==> src/rtl/tsm_regs.svh <==
// register offsets, field positions and reset values of the slope monitor
// definitions only; included by the slope monitor design files
`ifndef TSM_REGS_SVH
`define TSM_REGS_SVH

// ----------------------------------------
// register offsets
// ----------------------------------------
`define TSM_OFS_GAIN    8'h3D
`define TSM_OFS_CFG     8'h3E
`define TSM_OFS_FLAGS   8'h3F
`define TSM_OFS_RESU1   8'h40
`define TSM_OFS_LIMU1   8'h41
`define TSM_OFS_LIML1   8'h42
`define TSM_OFS_SMP1    8'h43
`define TSM_OFS_RESU2   8'h44
`define TSM_OFS_RESL    8'h45
`define TSM_OFS_LIMU2   8'h46
`define TSM_OFS_LIML2   8'h47
`define TSM_OFS_SMP2    8'h48
`define TSM_OFS_PKI1    8'h49
`define TSM_OFS_PKF1    8'h4A
`define TSM_OFS_PKI2    8'h4B
`define TSM_OFS_PKF2    8'h4C

// ----------------------------------------
// fields
// ----------------------------------------
`define TSM_CFG_EN      5
`define TSM_CFG_MASK2   4
`define TSM_CFG_CHAN1_ALERT_BLOCK   3
`define TSM_CFG_WMASK   8'h3F
`define TSM_FL_TURN2    7
`define TSM_FL_TURN1    6
`define TSM_FL_PAR2     5
`define TSM_FL_PAR1     4
`define TSM_FL_HI2      3
`define TSM_FL_HI1      2
`define TSM_FL_LO2      1
`define TSM_FL_LO1      0
`define TSM_SMP_MAXK    4'h8

// ----------------------------------------
// reset values
// ----------------------------------------
`define TSM_RST_BYTE    8'h00
`define TSM_RST_SMP     4'h0

`endif

==> src/rtl/tsm_pkg.sv <==
// types shared by the slope monitor modules
// temperatures are unsigned 8.3 fixed point, 0.125 degree steps
package tsm_pkg;
   typedef logic [10:0] tsm_temp_t;

   typedef enum logic [1:0]
   {
      TSM_IDLE = 2'b00,
      TSM_RUN  = 2'b01
   } tsm_st_t;

   typedef struct packed {
      tsm_st_t     st;
      tsm_temp_t   start;
      tsm_temp_t   ref_t;
      tsm_temp_t   peak;
      logic [8:0]  cnt;
      logic        dir_vld;
      logic        dir_dn;
      logic        turned;
      logic        parity;
      logic        done;
      logic        hi;
      logic        lo;
      logic [11:0] result;
      tsm_temp_t   peak_o;
   } tsm_chan_t;

   typedef struct packed {
      logic [7:0]  gain;
      logic [7:0]  cfg;
      logic [7:0]  flags;
      logic [7:0]  lim_u1;
      logic [3:0]  lim_l1;
      logic [3:0]  smp1;
      logic [7:0]  lim_u2;
      logic [3:0]  lim_l2;
      logic [3:0]  smp2;
      logic [11:0] res1;
      logic [11:0] res2;
      tsm_temp_t   peak1;
      tsm_temp_t   peak2;
      logic [7:0]  rdata;
      logic        alert;
   } tsm_top_t;
endpackage

==> src/rtl/tsm_chan.sv <==
// one slope engine: difference over a sample period, reversals, peak
// samples arrive as one-cycle strobes from conversion logic on sys_clk
`timescale 1ns/1ps
`default_nettype none
`include "tsm_regs.svh"

module tsm_chan
(
   input  wire logic              sys_clk,
   input  wire logic              rst_n,
   input  wire logic              enable,
   input  wire logic [2:0]        gain,
   input  wire logic [3:0]        smp_code,
   input  wire logic [2:0]        hyst_code,
   input  wire logic [11:0]       limit,
   input  wire logic              tvalid,
   input  wire tsm_pkg::tsm_temp_t temp,
   output logic                   done,
   output logic [11:0]            result,
   output logic                   turned,
   output logic                   parity,
   output logic                   hi,
   output logic                   lo,
   output tsm_pkg::tsm_temp_t     peak
);
   import tsm_pkg::*;

   tsm_chan_t q_q, q_d;
   logic signed [11:0] delta;
   logic signed [11:0] diff;
   logic        [11:0] mag;
   logic        [3:0]  k;
   logic signed [19:0] scaled;
   logic signed [12:0] lim_s;
   logic signed [12:0] res_s;
   logic               dn;

   // ----------------------------------------
   // helpers
   // ----------------------------------------
   function automatic logic [11:0] hyst_lsb(input logic [2:0] c);
      case (c)
         3'h0: hyst_lsb = 12'h000;
         3'h1: hyst_lsb = 12'h001;
         3'h2: hyst_lsb = 12'h002;
         3'h3: hyst_lsb = 12'h004;
         3'h4: hyst_lsb = 12'h008;
         3'h5: hyst_lsb = 12'h010;
         3'h6: hyst_lsb = 12'h018;
         default: hyst_lsb = 12'h020;
      endcase
   endfunction

   function automatic logic [11:0] sat12(input logic signed [19:0] v);
      if (v > 20'sh007FF)
         sat12 = 12'h7FF;
      else if (v < -20'sh00800)
         sat12 = 12'h800;
      else
         sat12 = v[11:0];
   endfunction

   // ----------------------------------------
   // next state
   // ----------------------------------------
   always_comb
   begin
      q_d = q_q;
      q_d.done = 1'b0;
      q_d.hi = 1'b0;
      q_d.lo = 1'b0;
      // flags of a published period must not leak into the next one
      if (q_q.done)
      begin
         q_d.turned = 1'b0;  // [RQ6]
         q_d.parity = 1'b0;  // [RQ7]
      end
      k = (smp_code > `TSM_SMP_MAXK) ? `TSM_SMP_MAXK : smp_code;  // [RQ14]
      delta = $signed({1'b0, temp}) - $signed({1'b0, q_q.ref_t});
      diff = $signed({1'b0, temp}) - $signed({1'b0, q_q.start});
      mag = delta[11] ? 12'(-delta) : delta;
      dn = delta[11];
      scaled = (20'(diff) <<< gain) >>> k;  // [RQ1] [RQ17]
      lim_s = $signed({1'b0, limit});
      res_s = 13'($signed(sat12(scaled)));
      case (q_q.st)
         TSM_IDLE:
            if (enable && tvalid)
            begin
               q_d.st = TSM_RUN;
               q_d.start = temp;
               q_d.ref_t = temp;
               q_d.peak = temp;
               q_d.cnt = 9'h000;
               q_d.dir_vld = 1'b0;
               q_d.turned = 1'b0;
               q_d.parity = 1'b0;
            end
         TSM_RUN:
            if (tvalid)
            begin
               if (temp > q_q.peak)
                  q_d.peak = temp;
               // reference moves only on a real move or at a period start, so dither never counts
               if (mag > hyst_lsb(hyst_code))  // [RQ5]
               begin
                  q_d.ref_t = temp;
                  q_d.dir_vld = 1'b1;
                  q_d.dir_dn = dn;
                  if (q_q.dir_vld && (q_q.dir_dn != dn))
                  begin
                     q_d.turned = 1'b1;
                     q_d.parity = ~q_q.parity;
                  end
               end
               q_d.cnt = q_q.cnt + 9'h001;
               if (q_d.cnt == (9'h001 << k))
               begin
                  q_d.done = 1'b1;  // [RQ17]
                  q_d.result = 12'(res_s);
                  q_d.hi = res_s > lim_s;  // [RQ8]
                  q_d.lo = res_s < -lim_s;  // [RQ9]
                  q_d.peak_o = q_d.peak;  // [RQ15]
                  // last sample opens the next period
                  q_d.start = temp;
                  q_d.ref_t = temp;
                  q_d.peak = temp;
                  q_d.cnt = 9'h000;
                  q_d.dir_vld = 1'b0;
               end
            end
         default:
            q_d.st = TSM_IDLE;
      endcase
      if (!enable)
      begin
         q_d.st = TSM_IDLE;  // [RQ2]
         q_d.done = 1'b0;
      end
   end

   always_ff @(posedge sys_clk or negedge rst_n)
   begin
      if (!rst_n)
         q_q <= '0;
      else
         q_q <= q_d;
   end

   assign done = q_q.done;
   assign result = q_q.result;
   assign turned = q_q.turned;
   assign parity = q_q.parity;
   assign hi = q_q.hi;
   assign lo = q_q.lo;
   assign peak = q_q.peak_o;
endmodule
`default_nettype wire

==> src/rtl/tsm_slope_monitor.sv <==
// temperature slope monitor: register bank, two slope engines, alert pin
// register strobes come from a management-bus front end on sys_clk
//
// Operation
// RQ1: 3-bit gain code n multiplies the difference by 2 to the n.
// RQ2: slope calculation runs only while the enable bit is set; resets off.
// RQ3: channel-2 mask bit set keeps channel-2 events off the alert pin.
// RQ4: channel-1 mask bit set keeps channel-1 events off the alert pin.
// RQ5: reversal counts only when deviation exceeds the hysteresis setting.
// RQ6: read-only flags show that a channel's slope changed direction.
// RQ7: read-only flags show odd or even count of reversals.
// RQ8: high flag sets on result above limit; status read clears it.
// RQ9: low flag sets on negative result beyond limit; status read clears.
// RQ10: upper eight result bits readable per channel.
// RQ11: lower four result bits of both channels share one byte.
// RQ12: result over limit with mask clear asserts the alert pin.
// RQ13: lower four limit bits live in bits 7:4; reset to zero.
// RQ14: 4-bit code picks 2,3,5,9,17,33,65,129 or 257 samples.
// RQ15: integer part of the period peak temperature is readable.
// RQ16: fraction of the period peak reads in bits 7:5, eighth steps.
// RQ17: slope is difference over sample count times gain, once per period.
`timescale 1ns/1ps
`default_nettype none
`include "tsm_regs.svh"

module tsm_slope_monitor
(
   input  wire logic               sys_clk,
   input  wire logic               rst_n,
   input  wire logic [7:0]         reg_addr,
   input  wire logic [7:0]         reg_wdata,
   input  wire logic               reg_wr,
   input  wire logic               reg_rd,
   output logic [7:0]              reg_rdata,
   input  wire logic               ch1_temp_valid,
   input  wire tsm_pkg::tsm_temp_t ch1_temp,
   input  wire logic               ch2_temp_valid,
   input  wire tsm_pkg::tsm_temp_t ch2_temp,
   output logic                    alert_n
);
   import tsm_pkg::*;

   tsm_top_t   q_q, q_d;
   logic       c1_done, c2_done;
   logic       c1_turn, c2_turn;
   logic       c1_par, c2_par;
   logic       c1_hi, c2_hi;
   logic       c1_lo, c2_lo;
   logic [11:0] c1_res, c2_res;
   tsm_temp_t  c1_peak, c2_peak;
   logic       flags_rd;

   // ----------------------------------------
   // helpers
   // ----------------------------------------
   function automatic logic [7:0] rd_mux(input tsm_top_t s, input logic [7:0] a);
      case (a)
         `TSM_OFS_GAIN:  rd_mux = s.gain;
         `TSM_OFS_CFG:   rd_mux = s.cfg;
         `TSM_OFS_FLAGS: rd_mux = s.flags;
         `TSM_OFS_RESU1: rd_mux = s.res1[11:4];  // [RQ10]
         `TSM_OFS_LIMU1: rd_mux = s.lim_u1;
         `TSM_OFS_LIML1: rd_mux = {s.lim_l1, 4'h0};
         `TSM_OFS_SMP1:  rd_mux = {4'h0, s.smp1};
         `TSM_OFS_RESU2: rd_mux = s.res2[11:4];  // [RQ10]
         `TSM_OFS_RESL:  rd_mux = {s.res2[3:0], s.res1[3:0]};  // [RQ11]
         `TSM_OFS_LIMU2: rd_mux = s.lim_u2;
         `TSM_OFS_LIML2: rd_mux = {s.lim_l2, 4'h0};
         `TSM_OFS_SMP2:  rd_mux = {4'h0, s.smp2};
         `TSM_OFS_PKI1:  rd_mux = s.peak1[10:3];  // [RQ15]
         `TSM_OFS_PKF1:  rd_mux = {s.peak1[2:0], 5'h00};  // [RQ16]
         `TSM_OFS_PKI2:  rd_mux = s.peak2[10:3];  // [RQ15]
         `TSM_OFS_PKF2:  rd_mux = {s.peak2[2:0], 5'h00};  // [RQ16]
         default:        rd_mux = 8'h00;
      endcase
   endfunction

   function automatic logic alert_of(input logic [7:0] cfg, input logic [7:0] fl);
      alert_of = (!cfg[`TSM_CFG_CHAN1_ALERT_BLOCK] && (fl[`TSM_FL_HI1] || fl[`TSM_FL_LO1]))
              || (!cfg[`TSM_CFG_MASK2] && (fl[`TSM_FL_HI2] || fl[`TSM_FL_LO2]));
   endfunction

   // ----------------------------------------
   // slope engines
   // ----------------------------------------
   tsm_chan u_ch1
   (
      .sys_clk   (sys_clk),
      .rst_n     (rst_n),
      .enable    (q_q.cfg[`TSM_CFG_EN]),
      .gain      (q_q.gain[2:0]),
      .smp_code  (q_q.smp1),
      .hyst_code (q_q.cfg[2:0]),
      .limit     ({q_q.lim_u1, q_q.lim_l1}),
      .tvalid    (ch1_temp_valid),
      .temp      (ch1_temp),
      .done      (c1_done),
      .result    (c1_res),
      .turned    (c1_turn),
      .parity    (c1_par),
      .hi        (c1_hi),
      .lo        (c1_lo),
      .peak      (c1_peak)
   );

   tsm_chan u_ch2
   (
      .sys_clk   (sys_clk),
      .rst_n     (rst_n),
      .enable    (q_q.cfg[`TSM_CFG_EN]),
      .gain      (q_q.gain[5:3]),
      .smp_code  (q_q.smp2),
      .hyst_code (q_q.cfg[2:0]),
      .limit     ({q_q.lim_u2, q_q.lim_l2}),
      .tvalid    (ch2_temp_valid),
      .temp      (ch2_temp),
      .done      (c2_done),
      .result    (c2_res),
      .turned    (c2_turn),
      .parity    (c2_par),
      .hi        (c2_hi),
      .lo        (c2_lo),
      .peak      (c2_peak)
   );

   // ----------------------------------------
   // register bank
   // ----------------------------------------
   assign flags_rd = reg_rd && (reg_addr == `TSM_OFS_FLAGS);

   always_comb
   begin
      q_d = q_q;
      if (reg_wr)
      begin
         case (reg_addr)
            `TSM_OFS_GAIN:  q_d.gain = reg_wdata;  // [RQ1]
            `TSM_OFS_CFG:   q_d.cfg = reg_wdata & `TSM_CFG_WMASK;  // [RQ2]
            `TSM_OFS_LIMU1: q_d.lim_u1 = reg_wdata;  // [RQ12]
            `TSM_OFS_LIML1: q_d.lim_l1 = reg_wdata[7:4];  // [RQ13]
            `TSM_OFS_SMP1:  q_d.smp1 = reg_wdata[3:0];  // [RQ14]
            `TSM_OFS_LIMU2: q_d.lim_u2 = reg_wdata;  // [RQ12]
            `TSM_OFS_LIML2: q_d.lim_l2 = reg_wdata[7:4];  // [RQ13]
            `TSM_OFS_SMP2:  q_d.smp2 = reg_wdata[3:0];  // [RQ14]
            default:        q_d.gain = q_q.gain;
         endcase
      end
      if (reg_rd)
         q_d.rdata = rd_mux(q_q, reg_addr);
      // clear first, then sets, so an event in the read cycle survives
      if (flags_rd)
         q_d.flags[3:0] = 4'h0;  // [RQ8] [RQ9]
      if (c1_done)
      begin
         q_d.res1 = c1_res;  // [RQ10] [RQ11]
         q_d.peak1 = c1_peak;  // [RQ15] [RQ16]
         q_d.flags[`TSM_FL_TURN1] = c1_turn;  // [RQ6]
         q_d.flags[`TSM_FL_PAR1] = c1_par;  // [RQ7]
         if (c1_hi)
            q_d.flags[`TSM_FL_HI1] = 1'b1;  // [RQ8]
         if (c1_lo)
            q_d.flags[`TSM_FL_LO1] = 1'b1;  // [RQ9]
      end
      if (c2_done)
      begin
         q_d.res2 = c2_res;  // [RQ10] [RQ11]
         q_d.peak2 = c2_peak;  // [RQ15] [RQ16]
         q_d.flags[`TSM_FL_TURN2] = c2_turn;  // [RQ6]
         q_d.flags[`TSM_FL_PAR2] = c2_par;  // [RQ7]
         if (c2_hi)
            q_d.flags[`TSM_FL_HI2] = 1'b1;  // [RQ8]
         if (c2_lo)
            q_d.flags[`TSM_FL_LO2] = 1'b1;  // [RQ9]
      end
      // alert follows the sticky flags, so a status read releases the pin
      q_d.alert = alert_of(q_d.cfg, q_d.flags);  // [RQ3] [RQ4] [RQ12]
   end

   always_ff @(posedge sys_clk or negedge rst_n)
   begin
      if (!rst_n)
         q_q <= '0;
      else
         q_q <= q_d;
   end

   assign reg_rdata = q_q.rdata;
   assign alert_n = ~q_q.alert;
endmodule
`default_nettype wire

==> config.mk <==
export PLATFORM = sky130hd
export DESIGN_NAME = tsm_slope_monitor
export DESIGN_NICKNAME = d
export VERILOG_FILES = /design/src/rtl/tsm_pkg.sv /design/src/rtl/tsm_chan.sv /design/src/rtl/tsm_slope_monitor.sv
export VERILOG_INCLUDE_DIRS = /design/src /design/src/rtl
export SDC_FILE = /design/constraint.sdc
export NUM_CORES = 1
export LEC_CHECK = 0
export ABC_AREA = 0
export ABC_CLOCK_PERIOD_IN_PS = 12200
export BUFFER_PORTS_ARGS = -buffer_cell sky130_fd_sc_hd__clkbuf_2
export CAP_MARGIN = 25
export CORE_MARGIN = 2
export CORE_UTILIZATION = 56
export DETAILED_ROUTE_END_ITERATION = 8
export PLACE_DENSITY = 0.73
export SYNTH_ARGS = -nofsm -noshare
export SYNTH_HDL_FRONTEND = slang
export SYNTH_SLANG_ARGS = --single-unit
==> constraint.sdc <==
create_clock -name sys_clk -period 12.2 [get_ports sys_clk]
set_input_delay 3.66 -clock sys_clk [delete_from_list [all_inputs] [get_ports sys_clk]]
set_output_delay 3.66 -clock sys_clk [all_outputs]
set_load 0.05 [all_outputs]
# Yosys cells after proc, flatten, opt, wreduce, memory -nomap -nowiden

Cells that the tools add are included.

Output and inout bits: 9
Register bits: 257
Input port bits: 44

Shift operators: 6
Bitwise operators: 3
Equal/unequal tests: 40
Magnitude comparators: 14
Mux-type cells: 57
Reduce and logical (&&, ||, !) cells: 37
Add/sub/neg operators: 10

Operators with widths:

| operator                                                        | count |
|---|---|
| one-hot mux 43 bit (2 select lines)                             | 2 |
| 2-to-1 mux 72 bit                                               | 2 |
| one-hot mux 8 bit (16 select lines)                             | 1 |
| 2-to-1 mux 12 bit                                               | 10 |
| == test 8 x 7 -> 1 bit, second input constant                   | 13 |
| 2-to-1 mux 26 bit                                               | 4 |
| 2-to-1 mux 45 bit                                               | 2 |
| 2-to-1 mux 43 bit                                               | 2 |
| subtractor 11 x 11 -> 12 bit                                    | 4 |
| 2-to-1 mux 11 bit                                               | 4 |
| one-hot mux 6 bit (7 select lines)                              | 1 |
| greater-than comparator 20 x 12 -> 1 bit, second input constant | 2 |
| < comparator 20 x 12 -> 1 bit, second input constant            | 2 |
| <<< shifter 12 x 3 -> 20 bit                                    | 2 |
| >>> shifter 20 x 4 -> 20 bit                                    | 2 |
| greater-than comparator 12 x 13 -> 1 bit                        | 2 |
| < comparator 12 x 13 -> 1 bit                                   | 2 |
| negation 12 -> 13 bit                                           | 2 |
| == test 8 x 6 -> 1 bit, second input constant                   | 3 |
| greater-than comparator 12 bit                                  | 2 |
| negation 12 bit                                                 | 2 |
| greater-than comparator 11 bit                                  | 2 |
| 2-to-1 mux 4 bit                                                | 5 |
| AND reduction 2 bit                                             | 10 |
| 26 further kinds                                                | 84 |

# Depth between registers and ports, before layout

Word-level depth: 11
Gate-level depth with buffers: 29
Mapped depth without buffers: 26

# Cells and area by module

From an unflattened synthesis, not the netlist that was laid out.

Cell total of the unflattened synthesis: 2402
Area total of the unflattened synthesis: 21194.1 um^2

Modules (own cells, without submodules):

| module            | cells an instance | instances | seq. area each (um^2) | area each (um^2) |
|---|---|---|---|---|
| tsm_chan at u_ch2 | 988               | 1         | 1826.8                | 8002.7 |
| tsm_chan at u_ch1 | 995               | 1         | 1826.8                | 7963.9 |
| tsm_slope_monitor | 419               | 1         | 2727.6                | 5227.5 |

# Worst setup path before layout

No wires, ideal clock.

Path type: input-to-reg
From: input port ch1_temp[0]
To: register u_ch1.q_q, in the netlist u_ch1.lo
Cell stages on the path: 27
Arrival time: 8.831 ns
Setup time: 0.082 ns
Path slack: 3.287 ns
Cells stage by stage: inv_1 ha_1 fa_1 and2b_1 o21a_1 mux2i_1 a2111o_1 and2_1 mux4_2 mux2_2 nor3_2 a2111oi_0 a31oi_1 clkbuf_1 o21ai_0 ha_1 nor2b_1 o21a_1 o21a_1 o21a_1 o21a_1 o21a_1 o21a_1 o21a_1 o211ai_1 nand4_1 a31oi_1

RTL lines:

| element                | line                    | source |
|---|---|---|
| start: declaration     | tsm_slope_monitor.sv:36 | `input wire tsm_pkg::tsm_temp_t ch1_temp,` |
| end signal: assignment | tsm_chan.sv:147         | `q_q <= q_d;` |
| end: declaration       | tsm_chan.sv:28          | `tsm_chan_t q_q, q_d;` |

==> impl_metrics.csv <==
group,metric,value,unit
clock_tree,ctsResizeCount,0,
timing,tns,0,ns
global_routing,grt_max_degree,119,
detailed_routing,ant_nets,0,
worst_setup_path,worstSetupStartpointType,"primary input",
detailed_routing,drc,0,
cells_and_area,layout-drive-gt1-share,14.1,%
cells_and_area,layout_common_cells,"dfrtp_1 (255), nand2_1 (221), o21ai_0 (154)",
clock_tree,htreeDepth,1,
synthesis,synthesis.area,0.0204,mm²
timing,period_minus_slack,9.26,ns
synthesis,syn_avg_cell_area,8.84,µm²
synthesis,synth_edf_count,0,
timing,worst_slew_pin_slew,1.04,ns
worst_setup_path,rrSetupSlack,5.62,ns
cells_and_area,diodes,0,
global_routing,grt_overflow_total,0,
worst_setup_path,crit_cells,27,
power,leakagePower,9.60,nW
power,p_total,4.07,mW
synthesis,synth_nets,2492,
cells_and_area,syn_to_final_growth,7.24,%
worst_setup_path,critPathMaxFanout,12,
worst_setup_path,required,12.68,ns
cells_and_area,final_common_cell,"dfrtp_1",
cells_and_area,finalNetCount,2475,
timing,rsz0062_at_grt,"no",
die,chipHeight,195,µm
worst_setup_path,cp_num_buf_inv,2,
detailed_routing,wire_per_inst,21.2,µm
global_routing,grt_pass1_wl,95200,µm
timing,fmax,108,MHz
global_routing,busiest_layer,"met2",
global_routing,track_usage,30.7,%
clock_tree,cts_setup_buffers,0,
worst_setup_path,slowest_stage,"o31ai_2",
clock_tree,cts_tree,"yes",
clock_tree,cts_buffer_depth,3,
timing,fin_ws,2.94,ns
worst_setup_path,critical_path.top_delay_family,"compound AO/OA/AOI/OAI gates",
die,ios,53,
synthesis,ys.flop_type,"dfrtp_1",
timing,post-route-period-util,75.9,%
power,p_per_area,186,mW/mm²
synthesis,yosysSeqAreaShare,31.2,%
worst_setup_path,critPathKind,"in -> reg",
synthesis,ys_ff_latch,255,
worst_setup_path,cpMostUsedCell,"o21a_1",
flow_run,cap_violations,0,
hold_path,whs_path_depth,2,
clock_tree,insertion_delay,0.55,ns
die,die_w,195,µm
detailed_routing,drt_first_pass_iters,6,
timing,skew,0.0114,ns
clock_tree,cts_buffers,28,
synthesis,ys_types,106,
outcome,status,"completed",
cells_and_area,finalNonFillerCells,2775,
global_routing,antenna_found_initial,0,
power,vdd_drop_max,0.000130,V
global_routing,met3_usage,2.85,%
clock_tree,root_buffer,"clkbuf_16",
placed_design,port_buffers,52,
worst_setup_path,crit_arrival,9.74,ns
worst_setup_path,reg2reg_depth,22,
timing,setup_viol,0,
clock_tree,clk_pin_slew,0.07,ns
hold_path,hp-class,"reg -> reg",
placed_design,place_congestion,0.955,
placed_design,dp.cells,2724,
placed_design,pre_cts_ws,2.40,ns
placed_design,dpl.hpwl,43600,µm
die,core_area,0.0357,mm²
timing,slew_headroom,29.9,%
detailed_routing,wirelength,58700,µm
detailed_routing,via_per_inst,6.63,
timing,maxSlewViolCount,0,
synthesis,ys_async_sr_fraction,100,%
worst_setup_path,cpPeakStageDelay,0.56,ns
global_routing,gr-usage-met1,41.8,%
die,initial_core_util,57.1,%
detailed_routing,drt_iter0_drc,1510,
die,row_count,69,
global_routing,grt_pass1_vias,17800,
synthesis,synthCells,2310,
detailed_routing,vias,18400,
timing,finalHoldViolations,0,
clock_tree,clock_sinks,255,
worst_setup_path,crit_path_end_kind,"register",
global_routing,grt_use_met2,51.5,%
synthesis,ys_warn_count,0,
clock_tree,ctsHoldBuffers,0,
die,dieArea,0.0380,mm²
metal layers:
| layer | wire (µm) | part of all wire (%) |
|---|---|---|
| met1 | 25800 | 44 |
| met2 | 27700 | 47 |
| met3 | 3220 | 5.5 |
| met4 | 1920 | 3.3 |
| met5 | 0 | 0 |
cells in the mapped netlist (39+ instances only):
| cell | count | area, µm² |
|---|---|---|
| o22ai_1 | 39 | 244 |
| o21ai_0 | 155 | 776 |
| clkbuf_1 | 77 | 289 |
| dfrtp_1 | 255 | 6380 |
| a21oi_1 | 80 | 400 |
| mux2i_1 | 51 | 510 |
| inv_1 | 144 | 541 |
| mux2_2 | 144 | 1620 |
| nand2_1 | 221 | 830 |
| nor2_1 | 144 | 541 |
| nor3_1 | 53 | 265 |
| nand3_1 | 45 | 225 |
| ha_1 | 134 | 1680 |
| xnor2_1 | 46 | 403 |
| o21a_1 | 59 | 443 |
stage by stage:
stage / instance area, µm² / hold WS [ns] / utilization (%)
global placement: 20900 / 0.457 / 58.5
detailed placement: 20900 / 0.469 / 58.5
CTS: 21900 / 0.484 / 61.3
finish: 21900 / 0.477 / 61.3
floorplan: 20400 / 0.441 / -
global route: 21900 / 0.500 / 61.3
sequential cells by signal, summed over array words and instances, names as in the netlist:
signal,count
u_ch2.lo,1
u_ch2.q_q,45
u_ch1.q_q,45
u_ch1.lo,1
q_q,101
u_ch1.parity,1
u_ch2.peak,11
u_ch1.done,1
u_ch1.hi,1
u_ch2.done,1
u_ch2.result,12
u_ch2.turned,1
u_ch1.peak,11
u_ch2.parity,1
u_ch1.result,12
reg_rdata,8
u_ch1.turned,1
u_ch2.hi,1
where the power goes:
part | internal, mW | switching, mW | total [mW]
sequential | 0.941 | 0.0709 | 1.01
combinational | 0.880 | 1.26 | 2.14
clock | 0.556 | 0.364 | 0.921
final timing paths:
| path | startpoint | to |
|---|---|---|
| setup / recovery | ch1_temp[0] | u_ch1.lo$_DFF_PN0_ |
| hold / removal | u_ch2.peak[5]$_DFFE_PN0P_ | u_ch2.peak[5]$_DFFE_PN0P_ |
| setup reg to reg | q_q[74]$_DFFE_PN0P_ | u_ch1.lo$_DFF_PN0_ |
| hold reg to reg | u_ch2.peak[5]$_DFFE_PN0P_ | u_ch2.peak[5]$_DFFE_PN0P_ |
| max in group asynchronous | rst_n | reg_rdata[0]$_DFFE_PN0P_ |
| min in group asynchronous | rst_n | u_ch2.q_q[60]$_DFFE_PN0P_ |
worst register-to-register path: cells and delay by family, from the launching register on:
family,cells,cell delay (ns)
DFF,1,0.86
adders and majority gates,1,0.35
AOI/OAI and AO/OA,16,3.72
and+or+nand+nor,4,1.10
buffers and inverters,1,0.47
final cells by class:
class	count	area, µm²
Clock buffer	34	764
Clock inverter	17	240
Fill cell	3156	13800
Inverter	148	556
Multi-Input combinational cell	1786	13000
Sequential cell	255	6380
Tap cell	461	577
Timing Repair Buffer	74	435
cell families after synthesis:
group | Yosys count | synth area share (%)
compound gates | 734 | 25.7
simple gates | 645 | 15.1
buf+inv | 269 | 5.35
flops | 255 | 31.2
mux | 201 | 11.1
fa+ha+maj | 138 | 8.60
xor+xnor | 68 | 2.92
(Power assumes the default switching activity.)
